`config.mk`:
```
export PLATFORM = sky130hd
export DESIGN_NAME = rgbpi_top
export DESIGN_NICKNAME = d
export VERILOG_FILES = /design/src/core/rgbpi_pkg.sv /design/src/core/rgbpi_top.sv /design/src/core/rgbpi_channel.sv
export VERILOG_INCLUDE_DIRS = /design/src /design/src/core
export SDC_FILE = /design/constraint.sdc
export NUM_CORES = 1
export LEC_CHECK = 0
export ABC_AREA = 0
export BUFFER_PORTS_ARGS = -buffer_cell sky130_fd_sc_hd__buf_2
export CAP_MARGIN = 20
export CORE_MARGIN = 2
export CORE_UTILIZATION = 40
export DETAILED_ROUTE_END_ITERATION = 7
export HOLD_SLACK_MARGIN = 0.03
export PLACE_DENSITY = 0.76
export REMOVE_ABC_BUFFERS = 1
export SYNTH_ARGS = -nofsm -noshare
export SYNTH_HDL_FRONTEND = slang
export SYNTH_SLANG_ARGS = --single-unit
```
`constraint.sdc`:
```
create_clock -name clk -period 1.4 [get_ports clk]
set_input_delay 0.07 -clock clk [delete_from_list [all_inputs] [get_ports clk]]
set_output_delay 0.07 -clock clk [all_outputs]
set_load 0.005 [all_outputs]
```
`src/core/rgbpi_defines.svh`:
```
// Widths, reset values and level weights of the RGB pixel input stage.
// Assumes inclusion by bare name; definitions only.
`ifndef RGBPI_DEFINES_SVH
`define RGBPI_DEFINES_SVH

// ************************************************************
// Widths
// ************************************************************
`define RGBPI_DATA_W 8
`define RGBPI_CUR_W 9
`define RGBPI_WARM_W 2

// ************************************************************
// Codes and reset values
// ************************************************************
`define RGBPI_FULL_CODE 8'hff
`define RGBPI_ZERO_CODE 8'h00
`define RGBPI_RESET_CUR 9'h000
`define RGBPI_WARM_DONE 2'h3

// Sync pedestal in DAC LSB units (8.05 mA over 18.62 mA per 255 codes)
`define RGBPI_SYNC_WEIGHT 9'h06e

`endif

```
`src/core/rgbpi_pkg.sv`:
```
// Types and shared functions of the RGB pixel input stage.
// Assumes rgbpi_defines.svh is on the include path.
`include "rgbpi_defines.svh"
`default_nettype none

package rgbpi_pkg;

   // ************************************************************
   // Types
   // ************************************************************
   typedef logic [`RGBPI_DATA_W-1:0] rgbpi_word_t;
   typedef logic [`RGBPI_CUR_W-1:0] rgbpi_cur_t;

   typedef enum logic [5:0] {
      RGBPI_LVL_WHITE = 6'h01,
      RGBPI_LVL_VIDEO = 6'h02,
      RGBPI_LVL_BLACK = 6'h04,
      RGBPI_LVL_NOSYNC = 6'h08,
      RGBPI_LVL_BLANK = 6'h10,
      RGBPI_LVL_SYNC = 6'h20
   } rgbpi_level_t;

   typedef struct packed {
      rgbpi_word_t steer;
      rgbpi_cur_t current;
   } rgbpi_chan_state_t;

   typedef struct packed {
      rgbpi_word_t cap_red;
      rgbpi_word_t cap_green;
      rgbpi_word_t cap_blue;
      logic cap_blank_n;
      logic cap_sync_n;
      rgbpi_level_t level;
      logic [`RGBPI_WARM_W-1:0] warm;
   } rgbpi_top_state_t;

   // ************************************************************
   // Functions
   // ************************************************************
   // Each set bit steers its binary weighted current to the output
   function automatic rgbpi_cur_t rgbpi_bit_current(input rgbpi_word_t steer);
      rgbpi_cur_t sum;
      sum = '0;
      for (int i = 0; i < `RGBPI_DATA_W; i++) begin
         if (steer[i]) begin
            sum = sum + (rgbpi_cur_t'(1) << i);
         end
      end
      return sum;
   endfunction

   function automatic rgbpi_level_t rgbpi_classify(
      input rgbpi_word_t r,
      input rgbpi_word_t g,
      input rgbpi_word_t b,
      input logic blank_n,
      input logic sync_n
   );
      rgbpi_level_t lvl;
      lvl = RGBPI_LVL_VIDEO;
      if (!blank_n && !sync_n) begin
         lvl = RGBPI_LVL_SYNC;
      end else if (!blank_n) begin
         lvl = RGBPI_LVL_BLANK;
      end else if (!sync_n) begin
         lvl = RGBPI_LVL_NOSYNC;
      end else if (r == `RGBPI_FULL_CODE && g == `RGBPI_FULL_CODE &&
                   b == `RGBPI_FULL_CODE) begin
         lvl = RGBPI_LVL_WHITE;
      end else if (r == `RGBPI_ZERO_CODE && g == `RGBPI_ZERO_CODE &&
                   b == `RGBPI_ZERO_CODE) begin
         lvl = RGBPI_LVL_BLACK;
      end
      return lvl;
   endfunction

endpackage

`default_nettype wire

```
`src/core/rgbpi_top.sv`:
```
// Pixel input register and level encoder of a triple 8-bit video DAC.
// Assumes a controller drives all inputs synchronously to clk at the
// pixel rate, with composite sync already merged into one signal.
`include "rgbpi_defines.svh"
`default_nettype none

// Operation
// - Register all three colour words each edge
// - Register blank and sync on same edge
// - Encode blank by zeroing the data, sync as a weighted current
// - Sync pedestal on green output only
// - Levels: white, black, blank, sync per controls
// - Blank drives outputs to blanking level
// - Set bits steer weighted current to output
// - Distinct output step for every code
// - Pixel data ignored while blank low
// - Sync low removes forty IRE on green
module rgbpi_top #(
   parameter logic [`RGBPI_CUR_W-1:0] SYNC_WEIGHT = `RGBPI_SYNC_WEIGHT
) (
   input wire logic clk,
   input wire logic rstn,
   input wire logic [`RGBPI_DATA_W-1:0] red_pixel_bits,
   input wire logic [`RGBPI_DATA_W-1:0] green_pixel_bits,
   input wire logic [`RGBPI_DATA_W-1:0] blue_pixel_bits,
   input wire logic blank_n,
   input wire logic sync_n,
   output logic [`RGBPI_CUR_W-1:0] red_current_output,
   output logic [`RGBPI_CUR_W-1:0] green_current_output,
   output logic [`RGBPI_CUR_W-1:0] blue_current_output,
   output logic [`RGBPI_DATA_W-1:0] red_bit_steer,
   output logic [`RGBPI_DATA_W-1:0] green_bit_steer,
   output logic [`RGBPI_DATA_W-1:0] blue_bit_steer,
   output rgbpi_pkg::rgbpi_level_t level_state
);

   // ************************************************************
   // Input register and level stage
   // ************************************************************
   rgbpi_pkg::rgbpi_top_state_t state;
   rgbpi_pkg::rgbpi_top_state_t next_state;

   always_comb begin
      next_state = state;
      // Colour words captured every edge
      next_state.cap_red = red_pixel_bits;
      next_state.cap_green = green_pixel_bits;
      next_state.cap_blue = blue_pixel_bits;
      // Controls on the very same edge as their pixel
      next_state.cap_blank_n = blank_n;
      next_state.cap_sync_n = sync_n;
      // Level decided from the captured set, one stage like the DACs
      next_state.level = rgbpi_pkg::rgbpi_classify(state.cap_red,
         state.cap_green, state.cap_blue, state.cap_blank_n,
         state.cap_sync_n);
      if (state.warm != `RGBPI_WARM_DONE) begin
         next_state.warm = state.warm + `RGBPI_WARM_W'(1);
      end
   end

   // Reset shows sync level: all currents zero, matching the level code
   always_ff @(posedge clk or negedge rstn) begin
      if (!rstn) begin
         state <= '{cap_red: `RGBPI_ZERO_CODE,
                    cap_green: `RGBPI_ZERO_CODE,
                    cap_blue: `RGBPI_ZERO_CODE,
                    cap_blank_n: 1'b0,
                    cap_sync_n: 1'b0,
                    level: rgbpi_pkg::RGBPI_LVL_SYNC,
                    warm: `RGBPI_WARM_W'(0)};
      end else begin
         state <= next_state;
      end
   end

   assign level_state = state.level;

   // ************************************************************
   // Converters
   // ************************************************************
   // Red and blue never carry the sync pedestal
   rgbpi_channel #(
      .ADD_SYNC(1'b0),
      .SYNC_WEIGHT(SYNC_WEIGHT)
   ) u_red (
      .clk(clk),
      .rstn(rstn),
      .pixel(state.cap_red),
      .blank_n(state.cap_blank_n),
      .sync_n(state.cap_sync_n),
      .bit_steer(red_bit_steer),
      .current(red_current_output)
   );

   rgbpi_channel #(
      .ADD_SYNC(1'b1),
      .SYNC_WEIGHT(SYNC_WEIGHT)
   ) u_green (
      .clk(clk),
      .rstn(rstn),
      .pixel(state.cap_green),
      .blank_n(state.cap_blank_n),
      .sync_n(state.cap_sync_n),
      .bit_steer(green_bit_steer),
      .current(green_current_output)
   );

   rgbpi_channel #(
      .ADD_SYNC(1'b0),
      .SYNC_WEIGHT(SYNC_WEIGHT)
   ) u_blue (
      .clk(clk),
      .rstn(rstn),
      .pixel(state.cap_blue),
      .blank_n(state.cap_blank_n),
      .sync_n(state.cap_sync_n),
      .bit_steer(blue_bit_steer),
      .current(blue_current_output)
   );

   // ************************************************************
   // Checks
   // ************************************************************
   // Warm-up gate keeps $past from looking at pre-reset inputs
   logic warm_ok;
   assign warm_ok = (state.warm == `RGBPI_WARM_DONE);

   AST_CAPTURE_RED: assert property (
      @(posedge clk) disable iff (!rstn)
      warm_ok && $past(blank_n, 2) |->
         red_current_output == {1'b0, $past(red_pixel_bits, 2)})
      else $error("Red output not the word from two edges earlier");

   AST_CAPTURE_BLUE: assert property (
      @(posedge clk) disable iff (!rstn)
      warm_ok && $past(blank_n, 2) |->
         blue_current_output == {1'b0, $past(blue_pixel_bits, 2)})
      else $error("Blue output not the word from two edges earlier");

   AST_CONTROL_ALIGN: assert property (
      @(posedge clk) disable iff (!rstn)
      warm_ok |-> level_state == rgbpi_pkg::rgbpi_classify(
         $past(red_pixel_bits, 2), $past(green_pixel_bits, 2),
         $past(blue_pixel_bits, 2), $past(blank_n, 2), $past(sync_n, 2)))
      else $error("Level code not aligned with its pixel");

   AST_BLANK_IGNORES_DATA: assert property (
      @(posedge clk) disable iff (!rstn)
      warm_ok && !$past(blank_n, 2) |->
         red_current_output == `RGBPI_RESET_CUR &&
         blue_current_output == `RGBPI_RESET_CUR &&
         green_bit_steer == `RGBPI_ZERO_CODE)
      else $error("Pixel data leaked through while blanked");

   AST_BLANK_LEVEL: assert property (
      @(posedge clk) disable iff (!rstn)
      level_state == rgbpi_pkg::RGBPI_LVL_BLANK |->
         green_current_output == SYNC_WEIGHT &&
         red_current_output == `RGBPI_RESET_CUR)
      else $error("Blanking level wrong");

   AST_SYNC_LEVEL: assert property (
      @(posedge clk) disable iff (!rstn)
      level_state == rgbpi_pkg::RGBPI_LVL_SYNC |->
         green_current_output == `RGBPI_RESET_CUR &&
         red_current_output == `RGBPI_RESET_CUR &&
         blue_current_output == `RGBPI_RESET_CUR)
      else $error("Sync level not all zero");

   AST_WHITE_LEVEL: assert property (
      @(posedge clk) disable iff (!rstn)
      level_state == rgbpi_pkg::RGBPI_LVL_WHITE |->
         red_current_output == {1'b0, `RGBPI_FULL_CODE} &&
         green_current_output == {1'b0, `RGBPI_FULL_CODE} + SYNC_WEIGHT)
      else $error("White level wrong");

   AST_GREEN_PEDESTAL: assert property (
      @(posedge clk) disable iff (!rstn)
      warm_ok |-> green_current_output ==
         rgbpi_pkg::rgbpi_bit_current(green_bit_steer) +
         ($past(sync_n, 2) ? SYNC_WEIGHT : `RGBPI_RESET_CUR))
      else $error("Green pedestal does not follow sync");

   AST_RB_NO_SYNC: assert property (
      @(posedge clk) disable iff (!rstn)
      warm_ok && $past(blank_n, 2) && !$past(sync_n, 2) |->
         blue_current_output == {1'b0, $past(blue_pixel_bits, 2)} &&
         red_current_output == {1'b0, $past(red_pixel_bits, 2)})
      else $error("Sync disturbed red or blue");

   AST_DISTINCT_STEP: assert property (
      @(posedge clk) disable iff (!rstn)
      warm_ok && $past(blank_n, 2) && $past(blank_n, 3) &&
         $past(red_pixel_bits, 2) != $past(red_pixel_bits, 3) |->
         red_current_output != $past(red_current_output))
      else $error("Two codes gave the same red step");

   AST_ENCODE_WEIGHTS: assert property (
      @(posedge clk) disable iff (!rstn)
      $rose(level_state == rgbpi_pkg::RGBPI_LVL_NOSYNC) |->
         green_current_output == {1'b0, green_bit_steer})
      else $error("Sync-off video kept the pedestal");

endmodule

`default_nettype wire

```
`src/core/rgbpi_channel.sv`:
```
// One colour channel: blank gating, bit steering and current encoding.
// Assumes inputs are already registered by the parent on the same clock.
`include "rgbpi_defines.svh"
`default_nettype none

module rgbpi_channel #(
   parameter logic ADD_SYNC = 1'b0,
   parameter logic [`RGBPI_CUR_W-1:0] SYNC_WEIGHT = `RGBPI_SYNC_WEIGHT
) (
   input wire logic clk,
   input wire logic rstn,
   input wire logic [`RGBPI_DATA_W-1:0] pixel,
   input wire logic blank_n,
   input wire logic sync_n,
   output logic [`RGBPI_DATA_W-1:0] bit_steer,
   output logic [`RGBPI_CUR_W-1:0] current
);

   // ************************************************************
   // State
   // ************************************************************
   rgbpi_pkg::rgbpi_chan_state_t state;
   rgbpi_pkg::rgbpi_chan_state_t next_state;

   always_comb begin
      next_state = state;
      // Blank discards the pixel word entirely
      next_state.steer = blank_n ? pixel : `RGBPI_ZERO_CODE;
      // Weighted bit currents, plus the pedestal on green only
      next_state.current = rgbpi_pkg::rgbpi_bit_current(next_state.steer);
      if (ADD_SYNC && sync_n) begin
         // Sync low switches the pedestal off
         next_state.current = next_state.current + SYNC_WEIGHT;
      end
   end

   always_ff @(posedge clk or negedge rstn) begin
      if (!rstn) begin
         state <= '{steer: `RGBPI_ZERO_CODE, current: `RGBPI_RESET_CUR};
      end else begin
         state <= next_state;
      end
   end

   assign bit_steer = state.steer;
   assign current = state.current;

   // ************************************************************
   // Checks
   // ************************************************************
   AST_STEER_SUM: assert property (
      @(posedge clk) disable iff (!rstn)
      current[`RGBPI_DATA_W-1:0] ==
         ((ADD_SYNC && $past(sync_n)) ?
          bit_steer + SYNC_WEIGHT[`RGBPI_DATA_W-1:0] : bit_steer))
      else $error("Channel current does not match steered bits");

endmodule

`default_nettype wire

```
==> results.toml <==
[clock_network]
tritoncts.num_buffers = 9
cts_tree = "done"
htreeDepth = 3
path_clk_slew_ns = 0.06
cts_max_path_buffers = 2
clk_latency_ns = 0.33
clock-root-buffer = "clkbuf_8"
cts_setup_buffers = 0
cts.sink_count = 64

[floorplanning]
start_util_pct = 41.8
die_y_um = 80.1
rows = 27
dieArea_sq_um = 6410
die-width_um = 80.1
io_pins = 85
core_area_sq_um = 5540

[synth]
synth_area_leaders = "dfrtp_1, buf_4, and2_1, xnor2_1, nand4_1"
synth_cell_types = 30
async_flop_share_pct = 100
synth_area_sq_um = 2320
ys_seq_area_share_pct = 69.2
synth_edf_count = 0
avgSynthCellArea_sq_um = 13.5
synth-seq-cells = 64
synth_commonest_cells = "dfrtp_1, buf_4, and2_1"
ys_warn_count = 0
synth_top_area_share_pct = 68.1
yosys.area.top_type = "dfrtp_1"
syn_inst = 172
synth.most_common_cell = "dfrtp_1"
ys.flop_type = "dfrtp_1"

[sta]
setup_viol = 0
fmax_mhz = 752
hold_slack_ns = 0.272
rsz0062_at_grt = "true"
fin_crit_sh_pct = 95.0
finalCriticalPeriod_ns = 1.33
slew_violations = 0
hold_viol_final = 0
finClkSkew_ns = 0.00692

[global_routing]
grt_use_total_pct = 14.6
grt_pass1_wl_mm = 6.87
grt_pass1_vias = 1511
grt.overflow.total = 0
antenna_found_initial = 0
grt_max_degree = 65

[worst_setup_path]
crit_path_start = "state[9]"
crit_fanout = 4
cpPeakStageDelay_ns = 0.44
critPathBufInv = 0
cpLargestDelayFamily = "flip-flops"
ff2ff_path_depth = 6
r2r_end = "u_green.current[7]"
rrSetupSlack_ns = 0.07
crit_required_ns = 1.65
startpoint_type = "flip-flop"
crit_type = "reg2reg"
worstPathArrival_ns = 1.58
endpoint_kind = "flip-flop"
r2r-start = "state[9]"
worstPathCellList = "nand2_1, ha_1, nor2b_4, nor2_2, o31ai_2, xnor2_1"
cp_slowest_cell = "dfrtp_2"

[final_layout]
ff_latch_area_sq_um = 1610
syn2layout_area_growth_pct = 34.6
antenna_cells = 0
drive_above_1_share_pct = 40.4
fill_cells = 491
final_nets = 301
multiInputGateArea_sq_um = 492

[power]
p_comb_share_pct = 10.1
swShare_pct = 22.4
vdd_drop_max_mv = 0.660
p_int_mw = 2.81
power_mw = 3.62
p_switching_uw = 810
p_seq_share_pct = 55.8
p_clk_share_pct = 34.1
p_per_area_nw_per_um2 = 1160
p_leak_nw = 1.59

[flow_run]
cap_violations = 0

[detailed_routing]
drtIter0Drc = 80
firstDrtPassIters = 4
routed_via_density = 4.25
wl_mm = 4.24
wire_per_inst_um = 12.2
final_antenna_net_count = 0
vias = 1484
drc = 0

[place]
io_buffers = 82
dp_hpwl_mm = 2.93
place_congestion = 0.736

[hold_path]
hold_path.class = "in2async"

[status]
run_status = "finished clean"
==> logic make-up after synthesis <==
family          after synthesis  synth area share, %
flops                        64                 69.2
simple gates                 58                 14.6
buf+inv                      35                 10.2
compound gates                6                 2.59
xor+xnor                      6                 2.27
fa+ha+maj                     1                0.540
other cells                   1                0.162
mux                           1                0.432
==> power groups by stage <==
stage / clock, mW / combinational, mW / sequential [mW]
finish: 1.23 / 0.367 / 2.02
CTS: 1.27 / 0.371 / 2.02
global route: 1.38 / 0.412 / 2.03
detailed placement: 0 / 0.312 / 2.05
floorplan: 0 / 0.0892 / 2.06
global placement: 0 / 0.306 / 2.05
==> worst max path at each step <==
| stage | cells past startpoint | end |
|---|---|---|
| 2_1_floorplan | 6 | u_green.current[7] |
| 3_3_place_gp | 5 | u_green.current[6] |
| 3_5_place_dp | 5 | u_green.current[6] |
| 4_1_cts | 6 | u_green.current[7] |
| 5_1_grt | 6 | u_green.current[7] |
| 6_report | 6 | u_green.current[7] |
==> area by class of cell <==
type                            count  share of cell area, %
Clock buffer                       15                   4.70
Clock inverter                      1                  0.161
Inverter                            6                  0.722
Multi-Input combinational cell     74                   15.8
Sequential cell                    64                   51.5
Tap cell                           72                   2.89
Timing Repair Buffer              117                   24.3
==> per-layer routing <==
metal,track usage (%),wire length [um]
met3,4.94,303
met2,22.9,2060
met4,7.63,87
met1,17.9,1790
met5,0,0
==> repair_timing <==
| action | CTS | global route |
|---|---|---|
| hold endpoints to repair | 90 | 0 |
| cloned | 0 | 0 |
| pin swaps | 0 | 1 |
| hold buffers | 27 | 0 |
| resized for setup | 1 | 5 |
| endpoints found under the setup margin | 1 | 2 |
==> per-stage QoR <==
stage	cell area [sq um]	cells	util [%]	setup TNS, ns	setup slack (ns)
floorplan	2110	144	-	-0.678	-0.280
global placement	2680	306	48.4	0	0.0869
detailed placement	2680	306	48.4	0	0.0195
CTS	3110	349	56.1	0	0.00147
global route	3120	349	56.3	-0.0240	-0.0240
finish	3120	349	56.3	0	0.0694
==> placed cells by master (no fill, tap or decap) <==
cell | synthesis | routed
a21oi_1 | 1 | 1
a31oi_1 | 1 | 1
and2_1 | 19 | 19
and3_4 | 1 | 1
buf_12 | 0 | 1
buf_2 | 2 | 82
buf_4 | 25 | 6
buf_6 | 1 | 1
clkbuf_1 | 1 | 6
clkbuf_8 | 0 | 9
clkinv_2 | 0 | 1
conb_1 | 1 | 2
dfrtp_1 | 63 | 61
dfrtp_2 | 0 | 2
dfstp_2 | 1 | 1
dlygate4sd3_1 | 0 | 27
ha_1 | 1 | 1
inv_1 | 5 | 5
inv_2 | 1 | 1
mux2i_1 | 1 | 1
nand2_1 | 7 | 7
nand2_2 | 1 | 1
nand2_4 | 1 | 1
nand2b_1 | 1 | 1
nand3_1 | 2 | 2
nand4_1 | 8 | 8
nor2_1 | 8 | 7
nor2_2 | 0 | 1
nor2b_1 | 4 | 3
nor2b_4 | 0 | 1
nor4_1 | 5 | 5
nor4_2 | 1 | 1
o21ai_0 | 1 | 1
o21ai_1 | 1 | 1
o311ai_4 | 1 | 1
o31ai_2 | 1 | 1
xnor2_1 | 6 | 6
==> tightest hold or removal path, cell delays in order <==
cell and delay [ns]:
dlygate4sd3_1 0.52, buf_2 0.12, buf_12 0.28
==> flip-flops by register name (all words and copies together) (netlist names) <==
signal / cells
u_red.current: 8
u_green.bit_steer: 8
state: 26
level_state: 6
u_blue.current: 8
u_green.current: 8
Note: power is estimated with default switching activity, not from simulation.
